**src/asr_params.svh**
```systemverilog
// Constants for the angle / status / error register group: offsets, field
// positions, codes and reset values. Definitions only; no logic.
`ifndef ASR_PARAMS_SVH
`define ASR_PARAMS_SVH

// Byte addresses on the serial register port (word at even address)
`define ASR_OFS_CTRL      6'h1E
`define ASR_OFS_TRIG      6'h1F
`define ASR_OFS_ANG       6'h20
`define ASR_OFS_STA       6'h22
`define ASR_OFS_ERR       6'h24

// Register id nibbles in bits 15:12
`define ASR_ID_STA        4'h8
`define ASR_ID_ERR        4'hA

// Trigger byte values
`define ASR_TRIG_SELFTEST 8'hB9
`define ASR_TRIG_TURNS    8'h46
`define ASR_TRIG_HARD     8'h5A

// Action selector values
`define ASR_SEL_TURNS     4'h4
`define ASR_SEL_HARD      4'h7
`define ASR_SEL_FRONTEND  4'h9
`define ASR_SEL_LOGIC     4'hA
`define ASR_SEL_BOTH      4'hB

// Control byte (high byte of the control word) field positions
`define ASR_CTRL_SEL_HI   7
`define ASR_CTRL_SEL_LO   4
`define ASR_CTRL_CLS      2
`define ASR_CTRL_CLW      1
`define ASR_CTRL_CLE      0

// Error flag count and reset value (reset flag set after power-on)
`define ASR_ERR_BITS      12
`define ASR_ERR_RESET     12'h001
`define ASR_ERR_WAR       11
`define ASR_ERR_UVD       3
`define ASR_ERR_UVA       2

// Serial frame length in rising link clock edges
`define ASR_FRAME_BITS    5'h10

`endif

```
**src/asr_pkg.sv**
```systemverilog
// Types shared by the angle / status / error register group.
// Assumes asr_params.svh supplies the numeric constants.
package asr_pkg;

  // One decoded host frame: write flag, byte address, write data
  typedef struct packed {
    logic       write;
    logic [5:0] addr;
    logic [7:0] data;
  } asr_frame_s;

  // Latched error conditions, most significant bit is the warning summary
  typedef struct packed {
    logic warning_summary;
    logic selftest_failure;
    logic averaging_error;
    logic quadrature_integrity_fault;
    logic loop_lock_lost;
    logic zero_crossing_timeout;
    logic nvm_uncorrectable_error;
    logic oscillator_watchdog_error;
    logic supply_undervoltage;
    logic regulator_undervoltage;
    logic field_low_fault;
    logic reset_event;
  } asr_err_s;

  // Kind of action_selector action launched
  typedef enum logic [1:0] {
    ASR_ACT_NONE     = 2'b00,
    ASR_ACT_SELFTEST = 2'b01,
    ASR_ACT_TURNS    = 2'b10,
    ASR_ACT_HARD     = 2'b11
  } asr_action_e;

  // Action_selector-action sequencer state
  typedef enum logic {
    ASR_IDLE = 1'b0,
    ASR_BUSY = 1'b1
  } asr_act_state_e;

endpackage

```
**src/asr_link.sv**
```systemverilog
// Serial register port slave: 16-bit frames, MSB first, data sampled on the
// rising link clock edge and shifted out on the falling edge, select low.
// Assumes link pins are asynchronous to clock and run far slower than it.
`timescale 1ns/1ps
`default_nettype none
`include "asr_params.svh"

module asr_link
  import asr_pkg::*;
(
  input  wire logic        clock,       // System clock
  input  wire logic        sys_rst,     // Synchronous reset, active high
  input  wire logic        link_sclk,   // Host link clock pin
  input  wire logic        link_cs_n,   // Host select pin, active low
  input  wire logic        link_mosi,   // Host data in
  input  wire logic [15:0] tx_word,     // Word to return in next frame
  output logic             miso_out,    // Data out level
  output logic             miso_oe,     // Data out enable
  output logic             frame_valid, // One-cycle pulse per good frame
  output asr_frame_s       frame        // Decoded frame
);

  logic [2:0]  sclk_s;
  logic [2:0]  cs_s;
  logic [1:0]  mosi_s;
  logic [4:0]  bit_cnt;
  logic [15:0] rx_sh;
  logic [15:0] tx_sh;
  logic        sclk_rise;
  logic        sclk_fall;
  logic        cs_active;
  logic        cs_fall;
  logic        cs_rise;

  ////////////////////////////////////////////////////////////////////////
  // Two-stage synchronisers; stage three only for edge finding
  always_ff @(posedge clock) begin
    if (sys_rst) begin
      sclk_s <= 3'h0;
      cs_s   <= 3'h7;
      mosi_s <= 2'h0;
    end else begin
      sclk_s <= {sclk_s[1:0], link_sclk};
      cs_s   <= {cs_s[1:0], link_cs_n};
      mosi_s <= {mosi_s[0], link_mosi};
    end
  end

  assign sclk_rise = sclk_s[1] & ~sclk_s[2];
  assign sclk_fall = ~sclk_s[1] & sclk_s[2];
  assign cs_active = ~cs_s[1];
  assign cs_fall   = ~cs_s[1] & cs_s[2];
  assign cs_rise   = cs_s[1] & ~cs_s[2];

  ////////////////////////////////////////////////////////////////////////
  // Shift registers; bit count saturates so long frames are dropped
  always_ff @(posedge clock) begin
    if (sys_rst) begin
      bit_cnt <= 5'h00;
      rx_sh   <= 16'h0000;
      tx_sh   <= 16'h0000;
    end else if (cs_fall) begin
      bit_cnt <= 5'h00;
      tx_sh   <= tx_word;
    end else if (cs_active && sclk_rise) begin
      rx_sh <= {rx_sh[14:0], mosi_s[1]};
      if (bit_cnt != 5'h1F) begin
        bit_cnt <= bit_cnt + 5'h01;
      end
    end else if (cs_active && sclk_fall && bit_cnt != 5'h00) begin
      tx_sh <= {tx_sh[14:0], 1'b0};
    end
  end

  ////////////////////////////////////////////////////////////////////////
  // Frame accepted at select release only if exactly 16 bits, bit 15 clear
  always_ff @(posedge clock) begin
    if (sys_rst) begin
      frame_valid <= 1'b0;
      frame       <= '0;
      miso_out    <= 1'b0;
      miso_oe     <= 1'b0;
    end else begin
      frame_valid <= cs_rise && bit_cnt == `ASR_FRAME_BITS && !rx_sh[15];
      if (cs_rise) begin
        frame <= rx_sh[14:0];
      end
      miso_out <= cs_active & tx_sh[15];
      miso_oe  <= cs_active;
    end
  end

endmodule // asr_link
`default_nettype wire

```
**src/asr_err_bank.sv**
```systemverilog
// Bank of latched error flags with read tracking: a clear removes only the
// flags returned by the last capture. Assumes capture and clear are pulses.
`timescale 1ns/1ps
`default_nettype none

module asr_err_bank #(
  parameter int          N         = 12,         // Number of flags
  parameter logic [N-1:0] RESET_VAL = '0         // Flags set by reset
) (
  input  wire logic         clock,   // System clock
  input  wire logic         sys_rst, // Synchronous reset, active high
  input  wire logic [N-1:0] set_in,  // Live set conditions
  input  wire logic         capture, // Register read returned flags
  input  wire logic         clear,   // Clear request
  output logic      [N-1:0] flags    // Latched flags
);

  logic [N-1:0] seen;

  ////////////////////////////////////////////////////////////////////////
  // One latch and one read-tracking bit per flag; set beats clear
  for (genvar i = 0; i < N; i++) begin : g_flag
    always_ff @(posedge clock) begin
      if (sys_rst) begin
        flags[i] <= RESET_VAL[i];
      end else begin
        flags[i] <= set_in[i] | (flags[i] & ~(clear & seen[i]));
      end
    end

    always_ff @(posedge clock) begin
      if (sys_rst) begin
        seen[i] <= 1'b0;
      end else if (capture) begin
        seen[i] <= flags[i];
      end else if (clear) begin
        seen[i] <= 1'b0;
      end
    end
  end

endmodule // asr_err_bank
`default_nettype wire

```
**src/asr_regs.sv**
```systemverilog
// Angle, status and error register group of the angle sensor, reached
// over the serial register port, plus the action_selector-action trigger decode.
// Assumes datapath inputs are on clock; link pins are asynchronous.
//
// Functional notes
// - Trigger byte after selector launches self-test, turns reset or hard reset; reads zero.
// - Angle word: bit15 zero, flags in 14:13, parity in 12, processed angle in 11:0.
// - Error summary set when any unmasked error or warning flag is set.
// - Undervoltage bit is live masked OR of supply and regulator detectors.
// - Parity bit makes the whole angle word hold odd ones.
// - Status word id nibble 1000, error word id nibble 1010.
// - Status shows two-bit die identifier loaded from nonvolatile memory.
// - Rotation bit: 0 increasing, 1 decreasing, from hysteresis logic.
// - Action_selector-done clears on trigger, sets on completion, cleared by status-clear.
// - Boot-done sets after load and start-up tests; status-clear clears it.
// - Status bits 3 and 2 show logic and front-end self-tests running.
// - Bit 1 shows boot in progress; bit 0 shows locked and started.
// - Error flags latch; host reads then clears to expose later errors.
// - Error bit 11 latches unmasked warnings; mask may suppress it.
// - Error bit 10 latches either self-test failure.
// - Error bit 9 latches averaging count too large for speed.
// - Error bit 8 quadrature integrity loss; bit 7 tracking loop lock loss.
// - Error bit 6 latches missing zero-crossing within maximum interval.
// - Error bit 5 uncorrectable memory error at load; bit 4 oscillator watchdog.
// - Error bits 3 and 2 undervoltage keep setting while fault persists.
// - Error bit 1 latches field below low threshold.
// - Error bit 0 sets on power-on or hard reset, not logic self-test.
// - Error-clear removes only flags returned by an earlier error read.
// - Status-clear write clears action_selector-done and boot-done.
`timescale 1ns/1ps
`default_nettype none
`include "asr_params.svh"

module asr_regs
  import asr_pkg::*;
(
  input  wire logic        clock,             // System clock, 250 MHz
  input  wire logic        sys_rst,           // Synchronous reset, power-on
  input  wire logic        link_sclk,         // Host link clock pin
  input  wire logic        link_cs_n,         // Host select, active low
  input  wire logic        link_mosi,         // Host data in
  output logic             link_miso_out,     // Host data out level
  output logic             link_miso_oe,      // Host data out enable
  input  wire logic [11:0] angle_value,       // Processed angle
  input  wire asr_err_s    err_cond,          // Live error conditions
  input  wire logic [11:0] err_mask,          // Nonvolatile error masks
  input  wire logic        warn_any,          // Any unmasked warning flag
  input  wire logic        hard_reset_done,   // Hard reset just happened
  input  wire logic        nvm_loaded,        // Nonvolatile memory loaded
  input  wire logic [1:0]  nvm_die_identifier,        // Die_identifier from memory
  input  wire logic        rotation_direction,// Hysteresis direction
  input  wire logic        logic_selftest_running,    // Logic self-test on
  input  wire logic        frontend_selftest_running, // Front-end test on
  input  wire logic        boot_in_progress,  // Boot sequence running
  input  wire logic        boot_complete,     // Load and start-up tests done
  input  wire logic        loop_locked,       // Tracking loop locked
  input  wire logic        action_selector_complete,  // Action_selector action finished
  output logic             action_start,      // Pulse: launch action
  output asr_action_e      action_kind,       // Kind of launched action
  output logic [3:0]       action_selector,   // Selector as written
  output logic             warning_clear      // Pulse: clear warnings
);

  asr_frame_s     frame;
  logic           frame_valid;
  logic [15:0]    tx_word;
  logic [11:0]    err_flags;
  logic [11:0]    err_set;
  logic           err_capture;
  logic           err_clear;
  logic           error_summary_bit;
  logic           undervoltage_summary_bit;
  logic [15:0]    angle_word;
  logic [15:0]    status_word;
  logic [15:0]    error_word;
  logic [1:0]     die_identifier;
  logic           action_selector_done;
  logic           boot_done;
  logic           boot_complete_q;
  logic           is_read;
  logic           wr_ctrl;
  logic           wr_trig;
  logic           trig_ok;
  asr_action_e    trig_kind;
  asr_act_state_e act_state;
  asr_act_state_e next_act_state;
  logic           launch;

  ////////////////////////////////////////////////////////////////////////
  // Serial port slave
  asr_link u_link (
    .clock       (clock),
    .sys_rst     (sys_rst),
    .link_sclk   (link_sclk),
    .link_cs_n   (link_cs_n),
    .link_mosi   (link_mosi),
    .tx_word     (tx_word),
    .miso_out    (link_miso_out),
    .miso_oe     (link_miso_oe),
    .frame_valid (frame_valid),
    .frame       (frame)
  );

  // Frame decode
  assign is_read = frame_valid & ~frame.write;
  assign wr_ctrl = frame_valid & frame.write & (frame.addr == `ASR_OFS_CTRL);
  assign wr_trig = frame_valid & frame.write & (frame.addr == `ASR_OFS_TRIG);

  ////////////////////////////////////////////////////////////////////////
  // Error flags: live conditions in, latched in the bank
  always_comb begin
    err_set = err_cond;
    err_set[`ASR_ERR_WAR] = warn_any & ~err_mask[`ASR_ERR_WAR];
    err_set[`ASR_ERR_UVD] = err_cond.supply_undervoltage;
    err_set[`ASR_ERR_UVA] = err_cond.regulator_undervoltage;
    err_set[0] = hard_reset_done;
  end

  // Capture on an error read, clear on the error-clear control bit
  assign err_capture = is_read & (frame.addr[5:1] == `ASR_OFS_ERR >> 1);
  assign err_clear   = wr_ctrl & frame.data[`ASR_CTRL_CLE];

  asr_err_bank #(
    .N         (`ASR_ERR_BITS),
    .RESET_VAL (`ASR_ERR_RESET)
  ) u_err (
    .clock   (clock),
    .sys_rst (sys_rst),
    .set_in  (err_set),
    .capture (err_capture),
    .clear   (err_clear),
    .flags   (err_flags)
  );

  ////////////////////////////////////////////////////////////////////////
  // Angle word assembly; undervoltage bit is live, error summary follows the masked latched flags and the live warn_any
  assign error_summary_bit = |(err_flags & ~err_mask) | warn_any;
  assign undervoltage_summary_bit =
    (err_cond.supply_undervoltage & ~err_mask[`ASR_ERR_UVD]) |
    (err_cond.regulator_undervoltage & ~err_mask[`ASR_ERR_UVA]);
  assign angle_word = {1'b0, error_summary_bit, undervoltage_summary_bit,
                       ~^{error_summary_bit, undervoltage_summary_bit, angle_value},
                       angle_value};

  // Status and error words with their id nibbles
  assign status_word = {`ASR_ID_STA, 2'b00, die_identifier, rotation_direction, 1'b0,
                        action_selector_done, boot_done,
                        logic_selftest_running, frontend_selftest_running,
                        boot_in_progress, loop_locked & boot_complete};
  assign error_word  = {`ASR_ID_ERR, err_flags};

  ////////////////////////////////////////////////////////////////////////
  // Read mux; odd addresses fold onto their word, unmapped reads give zero
  function automatic logic [15:0] read_mux(input logic [5:0] addr, input logic [15:0] angle_reading,
                                           input logic [15:0] device_status, input logic [15:0] err,
                                           input logic [3:0] sel);
    logic [15:0] val;
    val = 16'h0000;
    case (addr[5:1])
      `ASR_OFS_ANG >> 1:  val = angle_reading;
      `ASR_OFS_STA >> 1:  val = device_status;
      `ASR_OFS_ERR >> 1:  val = err;
      `ASR_OFS_CTRL >> 1: val = {sel, 12'h000};
      default:            val = 16'h0000;
    endcase
    return val;
  endfunction

  // Response word is frozen at frame end, so the error capture matches it
  always_ff @(posedge clock) begin
    if (sys_rst) begin
      tx_word <= 16'h0000;
    end else if (frame_valid) begin
      tx_word <= is_read ? read_mux(frame.addr, angle_word, status_word, error_word,
                                    action_selector) : 16'h0000;
    end
  end

  ////////////////////////////////////////////////////////////////////////
  // Die identifier follows memory once loaded
  always_ff @(posedge clock) begin
    if (sys_rst) begin
      die_identifier <= 2'b00;
    end else if (nvm_loaded) begin
      die_identifier <= nvm_die_identifier;
    end
  end

  ////////////////////////////////////////////////////////////////////////
  // Trigger decode: byte must match the selector loaded beforehand
  always_comb begin
    trig_ok   = 1'b0;
    trig_kind = ASR_ACT_NONE;
    case (frame.data)
      `ASR_TRIG_SELFTEST: begin
        trig_ok   = action_selector == `ASR_SEL_FRONTEND || action_selector == `ASR_SEL_LOGIC ||
                    action_selector == `ASR_SEL_BOTH;
        trig_kind = ASR_ACT_SELFTEST;
      end
      `ASR_TRIG_TURNS: begin
        trig_ok   = action_selector == `ASR_SEL_TURNS;
        trig_kind = ASR_ACT_TURNS;
      end
      `ASR_TRIG_HARD: begin
        trig_ok   = action_selector == `ASR_SEL_HARD;
        trig_kind = ASR_ACT_HARD;
      end
      default: begin
        trig_ok   = 1'b0;
        trig_kind = ASR_ACT_NONE;
      end
    endcase
  end

  // Sequencer: one action at a time; triggers while busy are dropped
  always_comb begin
    next_act_state = act_state;
    case (act_state)
      ASR_IDLE: if (wr_trig && trig_ok) next_act_state = ASR_BUSY;
      ASR_BUSY: if (action_selector_complete) next_act_state = ASR_IDLE;
      default:  next_act_state = ASR_IDLE;
    endcase
  end

  always_ff @(posedge clock) begin
    if (sys_rst) begin
      act_state <= ASR_IDLE;
    end else begin
      act_state <= next_act_state;
    end
  end

  // Accepted trigger; busy check keeps one action at a time
  assign launch = act_state == ASR_IDLE && wr_trig && trig_ok;

  // Launch pulse and kind
  always_ff @(posedge clock) begin
    if (sys_rst) begin
      action_start <= 1'b0;
      action_kind  <= ASR_ACT_NONE;
    end else begin
      action_start <= launch;
      if (launch) begin
        action_kind <= trig_kind;
      end
    end
  end

  ////////////////////////////////////////////////////////////////////////
  // Selector: written by host, returns to zero once the action finishes
  always_ff @(posedge clock) begin
    if (sys_rst) begin
      action_selector <= 4'h0;
    end else if (act_state == ASR_BUSY && action_selector_complete) begin
      action_selector <= 4'h0;
    end else if (wr_ctrl && act_state == ASR_IDLE) begin
      action_selector <= frame.data[`ASR_CTRL_SEL_HI:`ASR_CTRL_SEL_LO];
    end
  end

  // Warning clear is handed to the warning block
  always_ff @(posedge clock) begin
    if (sys_rst) begin
      warning_clear <= 1'b0;
    end else begin
      warning_clear <= wr_ctrl & frame.data[`ASR_CTRL_CLW];
    end
  end

  ////////////////////////////////////////////////////////////////////////
  // Action_selector-done: completion sets and wins over a same-cycle clear
  always_ff @(posedge clock) begin
    if (sys_rst) begin
      action_selector_done <= 1'b0;
    end else if (act_state == ASR_BUSY && action_selector_complete) begin
      action_selector_done <= 1'b1;
    end else if (launch) begin
      action_selector_done <= 1'b0;
    end else if (wr_ctrl && frame.data[`ASR_CTRL_CLS]) begin
      action_selector_done <= 1'b0;
    end
  end

  // Boot-done: set on the rise of boot completion, set beats clear
  always_ff @(posedge clock) begin
    if (sys_rst) begin
      boot_complete_q <= 1'b0;
      boot_done       <= 1'b0;
    end else begin
      boot_complete_q <= boot_complete;
      if (boot_complete && !boot_complete_q) begin
        boot_done <= 1'b1;
      end else if (wr_ctrl && frame.data[`ASR_CTRL_CLS]) begin
        boot_done <= 1'b0;
      end
    end
  end

endmodule // asr_regs
`default_nettype wire

```
**config.mk**
```make
export PLATFORM = sky130hd
export DESIGN_NAME = asr_regs
export DESIGN_NICKNAME = d
export VERILOG_FILES = /design/src/asr_pkg.sv /design/src/asr_link.sv /design/src/asr_err_bank.sv /design/src/asr_regs.sv
export VERILOG_INCLUDE_DIRS = /design/src /design/src/src
export SDC_FILE = /design/constraint.sdc
export NUM_CORES = 1
export LEC_CHECK = 0
export ABC_AREA = 1
export BUFFER_PORTS_ARGS = -buffer_cell sky130_fd_sc_hd__buf_2
export CORE_MARGIN = 8
export CORE_UTILIZATION = 33
export CTS_CLUSTER_DIAMETER = 120
export DETAILED_ROUTE_END_ITERATION = 8
export PLACE_DENSITY = 0.55
export SLEW_MARGIN = 20
export SYNTH_ARGS = -nofsm -noshare
export SYNTH_HDL_FRONTEND = slang
export SYNTH_SLANG_ARGS = --single-unit
```
**constraint.sdc**
```tcl
create_clock -name clock -period 2.4 [get_ports clock]
set_clock_uncertainty 0.15 [all_clocks]
set_input_delay 0.24 -clock clock [delete_from_list [all_inputs] [get_ports clock]]
set_output_delay 0.24 -clock clock [all_outputs]
set_load 0.02 [all_outputs]
```
==> impl_metrics.csv <==
group,metric,value,unit
status,outcome,"complete, no violations",
setup_path,crit_path_cell_trace,"dlygate4sd3_1 -> buf_2 -> nor2_1 -> dlygate4sd3_1 -> nor2_1 -> dlygate4sd3_1",
logic_synthesis,synth_seq_cells,117,
power_and_ir_drop,max-vdd-ir-drop,0.000477,V
drt,detail_route.first_pass.iterations,4,
logic_synthesis,mean_cell_area_of_the_mapped_netlist,6.96,µm²
setup_path,setup.worst_path.end,"die_identifier[0]",
logic_synthesis,ys_warn_count,0,
worst_hold_path,hold_path_depth,5,
timing,grt_setup_unrepaired,"no",
finish,design.final.nets,893,
finish,drive_above_1_share,14.9,%
setup_path,worstSetupPathDepth,6,
logic_synthesis,synth_cell_types,39,
finish,areaGrowthSynthToFinish,27.1,%
setup_path,timing.critical_path.slowest_cell_delay,0.55,ns
timing,final_hold_viol_count,0,
grt,largest_net_degree_at_the_start_of_global_routing,59,
clocking,path_clk_slew,0.06,ns
drt,num_vias,4865,
setup_path,reg2regPathDepth,8,
die,pin_count,63,
drt,drt-total-wl,13.4,mm
drt,route.detailed.vias_per_inst,4.56,
clocking,cts.sink_count,117,
logic_synthesis,postSynth.topFlopCell,"sky130_fd_sc_hd__dfxtp_1",
timing,drv_slew,0,
die,row_count,46,
clocking,clk_path_buf_depth,2,
logic_synthesis,syn-instance-count,747,
placed_design,gp_congestion,0.816,
grt,global_route_wire_length_before_repair,22.6,mm
logic_synthesis,synth_enable_flop_cells,0,
timing,max_slew.worst_pin.slew,0.685,ns
setup_path,critPathTopFamily,"buffers and inverters",
setup_path,worst_setup_path_start_kind,"primary input",
setup_path,crit_path_start,"nvm_die_identifier[0]",
setup_path,path_common_cell,"sky130_fd_sc_hd__dlygate4sd3_1",
logic_synthesis,seq_total_area_yosys,45.0,%
finish,stdcell_area,0.00661,mm²
clocking,clock_insertion_delay_worst_skew,0.42,ns
finish,mostFrequentLayoutCells,"sky130_fd_sc_hd__nand2_1 (171), sky130_fd_sc_hd__inv_1 (119), sky130_fd_sc_hd__dfxtp_1 (117), sky130_fd_sc_hd__nor2_1 (98), sky130_fd_sc_hd__buf_2 (60)",
placed_design,detailed_place.area,0.00575,mm²
clocking,tritoncts.num_buffers,17,
timing,holdWs,0.0754,ns
placed_design,port_buffers,60,
timing,share_of_the_clock_period_used_by_the_worst_path_after_layout,81.4,%
timing,setup_viol_count_final,0,
clocking,ctsResizeCount,0,
timing,final.min_clock_period,1.95,ns
finish,layout_commonest_cell,"sky130_fd_sc_hd__nand2_1",
timing,achievable_freq,0.512,GHz
power_and_ir_drop,p_per_area,747,mW/mm²
setup_path,r2r_end,"u_err.seen[9]",
setup_path,cp.arrival,2.11,ns
setup_path,cp_slowest_cell,"sky130_fd_sc_hd__dlygate4sd3_1",
finish,antenna_cells,0,
drt,remaining_drc_errors,0,
die,coreArea,0.0157,mm²
worst_hold_path,timing.hold.worst.class,"in -> reg",
logic_synthesis,syn-num-nets,803,
die,fp.dieH,142,µm
setup_path,worst_setup_path_end_kind,"flip-flop",
finish,layout_fillers,1662,
grt,total_routing_usage_gr,14.1,%
setup_path,worst-path-max-fanout,1,
power_and_ir_drop,p_leak,3.03,nW
clocking,cts_hold_buf,24,
grt,overflow,0,
logic_synthesis,share_of_flip_flops_with_an_asynchronous_set_or_reset_after_synthesis,0,%
setup_path,path_buf_inv,4,
clocking,tritoncts,"built",
setup_path,reg2reg_setup_slack,0.53,ns
die,area_enclosed_by_the_die_boundary,0.0200,mm²
placed_design,placed_wire_length_estimate_after_detailed_placement,9.46,mm
setup_path,setup.worst_path.class,"in -> reg",
logic_synthesis,netlist_area,0.00520,mm²
clocking,clock-root-buffer,"sky130_fd_sc_hd__clkbuf_16",
die,die-width,142,µm
drt,drt_iter0_markers,268,
clocking,clock_tree.htree_level_count,4,
timing,relSlewSlack,54.3,%
drt,avgRoutedWirePerCell,12.6,µm
clocking,post-cts-setup-buffers,0,
grt,vias_in_the_first_global_route,4710,
grt,number_of_antenna_violations_at_the_first_check_in_global_routing,0,
timing,finalSetupTns,0,ns
run,max_cap_violation_count,0,
die,initial_utilization,33.2,%
setup_path,r2r-start,"u_link.frame[11]",
setup_path,worst_ep_required_time,2.56,ns
drt,route.antenna.remaining_nets,0,
-- report_power, final --
part	switching, mW	total (mW)	internal [mW]
Combinational	0.160	0.278	0.118
Sequential	0.0286	2.01	1.98
Clock	0.991	2.65	1.66
Total	1.18	4.94	3.76
-- cell families (layout without fill, tap and decap cells) --
| logic type | Yosys count | count (layout) | share of synthesized area [%] |
|---|---|---|---|
| AOI/OAI and AO/OA | 140 | 140 | 15.7 |
| xor gates and xnor gates | 4 | 4 | 0.674 |
| adders and majority gates | 3 | 3 | 0.722 |
| buffers and inverters | 152 | 255 | 11.2 |
| DFF | 117 | 117 | 45.0 |
| and+or+nand+nor | 331 | 331 | 26.7 |
-- worst register-to-register path, delay by kind of cell, from the launching register on --
| family | cells | cell delay, ns |
|---|---|---|
| buffers and inverters | 2 | 0.30 |
| and+or+nand+nor | 5 | 0.89 |
| AOI/OAI and AO/OA | 1 | 0.15 |
| DFF | 1 | 0.32 |
-- sequential cells by signal (all words and copies together) (netlist names) --
name and count:
tx_word 16, u_link.rx_sh 16, u_link.tx_sh 16, u_link.frame 15, u_err.flags 12, u_err.seen 12, u_link.bit_cnt 5, action_selector 4
u_link.cs_s 3, u_link.sclk_s 3, action_kind 2, die_identifier 2, u_link.mosi_s 2, act_state 1, action_selector_done 1, action_start 1
boot_complete_q 1, boot_done 1, u_link.frame_valid 1, u_link.miso_oe 1, u_link.miso_out 1, warning_clear 1
-- area by class of cell --
cell class | instances | area (µm²) | share of cell area [%]
clock buffers | 17 | 425 | 6.43
clock inverters | 15 | 191 | 2.90
well taps | 216 | 270 | 4.09
inverters | 128 | 483 | 7.31
flip-flops and latches | 117 | 2340 | 35.4
multi-input cells | 478 | 2280 | 34.4
repair buffers | 95 | 623 | 9.42
-- per-layer routing --
| layer | track usage [%] | wire length (µm) |
|---|---|---|
| met1 | 17.3 | 6510 |
| met2 | 23.3 | 6200 |
| met3 | 3.80 | 575 |
| met4 | 4.80 | 150 |
| met5 | 0 | 0 |
-- stage by stage --
| step | instances | setup slack (ns) | utilization [%] | power, mW |
|---|---|---|---|---|
| floorplan | 747 | 0.759 | - | 2.19 |
| global placement | 1010 | 0.571 | 36.8 | 2.30 |
| detailed placement | 1010 | 0.549 | 36.8 | 2.30 |
| CTS | 1066 | 0.456 | 42.2 | 4.99 |
| global route | 1066 | 0.224 | 42.2 | 5.12 |
| finish | 1066 | 0.445 | 42.2 | 4.94 |
-- worst min-delay path by stage --
| stage | startpoint | slack, ns | to |
|---|---|---|---|
| floorplan | hard_reset_done | 0.18 | u_err.flags[0] |
| global placement | u_link.cs_s[0] | 0.24 | u_link.cs_s[1] |
| detailed placement | u_link.sclk_s[0] | 0.25 | u_link.sclk_s[1] |
| CTS | logic_selftest_running | 0.05 | tx_word[3] |
| global route | sys_rst | 0.11 | u_link.bit_cnt[2] |
| finish | rotation_direction | 0.08 | tx_word[7] |
-- Yosys cell counts, types with 2 or more instances --
| cell | number | area share (%) |
|---|---|---|
| sky130_fd_sc_hd__a21oi_1 | 51 | 4.9 |
| sky130_fd_sc_hd__clkbuf_1 | 19 | 1.4 |
| sky130_fd_sc_hd__xor2_1 | 2 | 0.34 |
| sky130_fd_sc_hd__nor3_4 | 2 | 0.63 |
| sky130_fd_sc_hd__o21ai_0 | 45 | 4.3 |
| sky130_fd_sc_hd__buf_2 | 2 | 0.19 |
| sky130_fd_sc_hd__o211ai_1 | 10 | 1.4 |
| sky130_fd_sc_hd__nand3_1 | 38 | 3.7 |
| sky130_fd_sc_hd__o22ai_1 | 13 | 1.6 |
| sky130_fd_sc_hd__nand2_2 | 2 | 0.24 |
| sky130_fd_sc_hd__or2_2 | 3 | 0.36 |
| sky130_fd_sc_hd__a311oi_1 | 2 | 0.34 |
| sky130_fd_sc_hd__ha_1 | 3 | 0.72 |
| sky130_fd_sc_hd__nor2_1 | 98 | 7.1 |
| sky130_fd_sc_hd__o21ai_2 | 5 | 0.84 |
| sky130_fd_sc_hd__nand4_1 | 8 | 0.96 |
| sky130_fd_sc_hd__o221ai_1 | 3 | 0.51 |
| sky130_fd_sc_hd__nand2_1 | 171 | 12 |
| sky130_fd_sc_hd__o311ai_0 | 5 | 0.84 |
| sky130_fd_sc_hd__dfxtp_1 | 117 | 45 |
| sky130_fd_sc_hd__inv_1 | 119 | 8.6 |
| sky130_fd_sc_hd__xnor2_1 | 2 | 0.34 |
| sky130_fd_sc_hd__nor3_1 | 4 | 0.38 |
| sky130_fd_sc_hd__buf_1 | 2 | 0.14 |
| sky130_fd_sc_hd__clkinv_1 | 2 | 0.14 |
| sky130_fd_sc_hd__inv_2 | 6 | 0.43 |
Power figures use the tool's default switching activity.
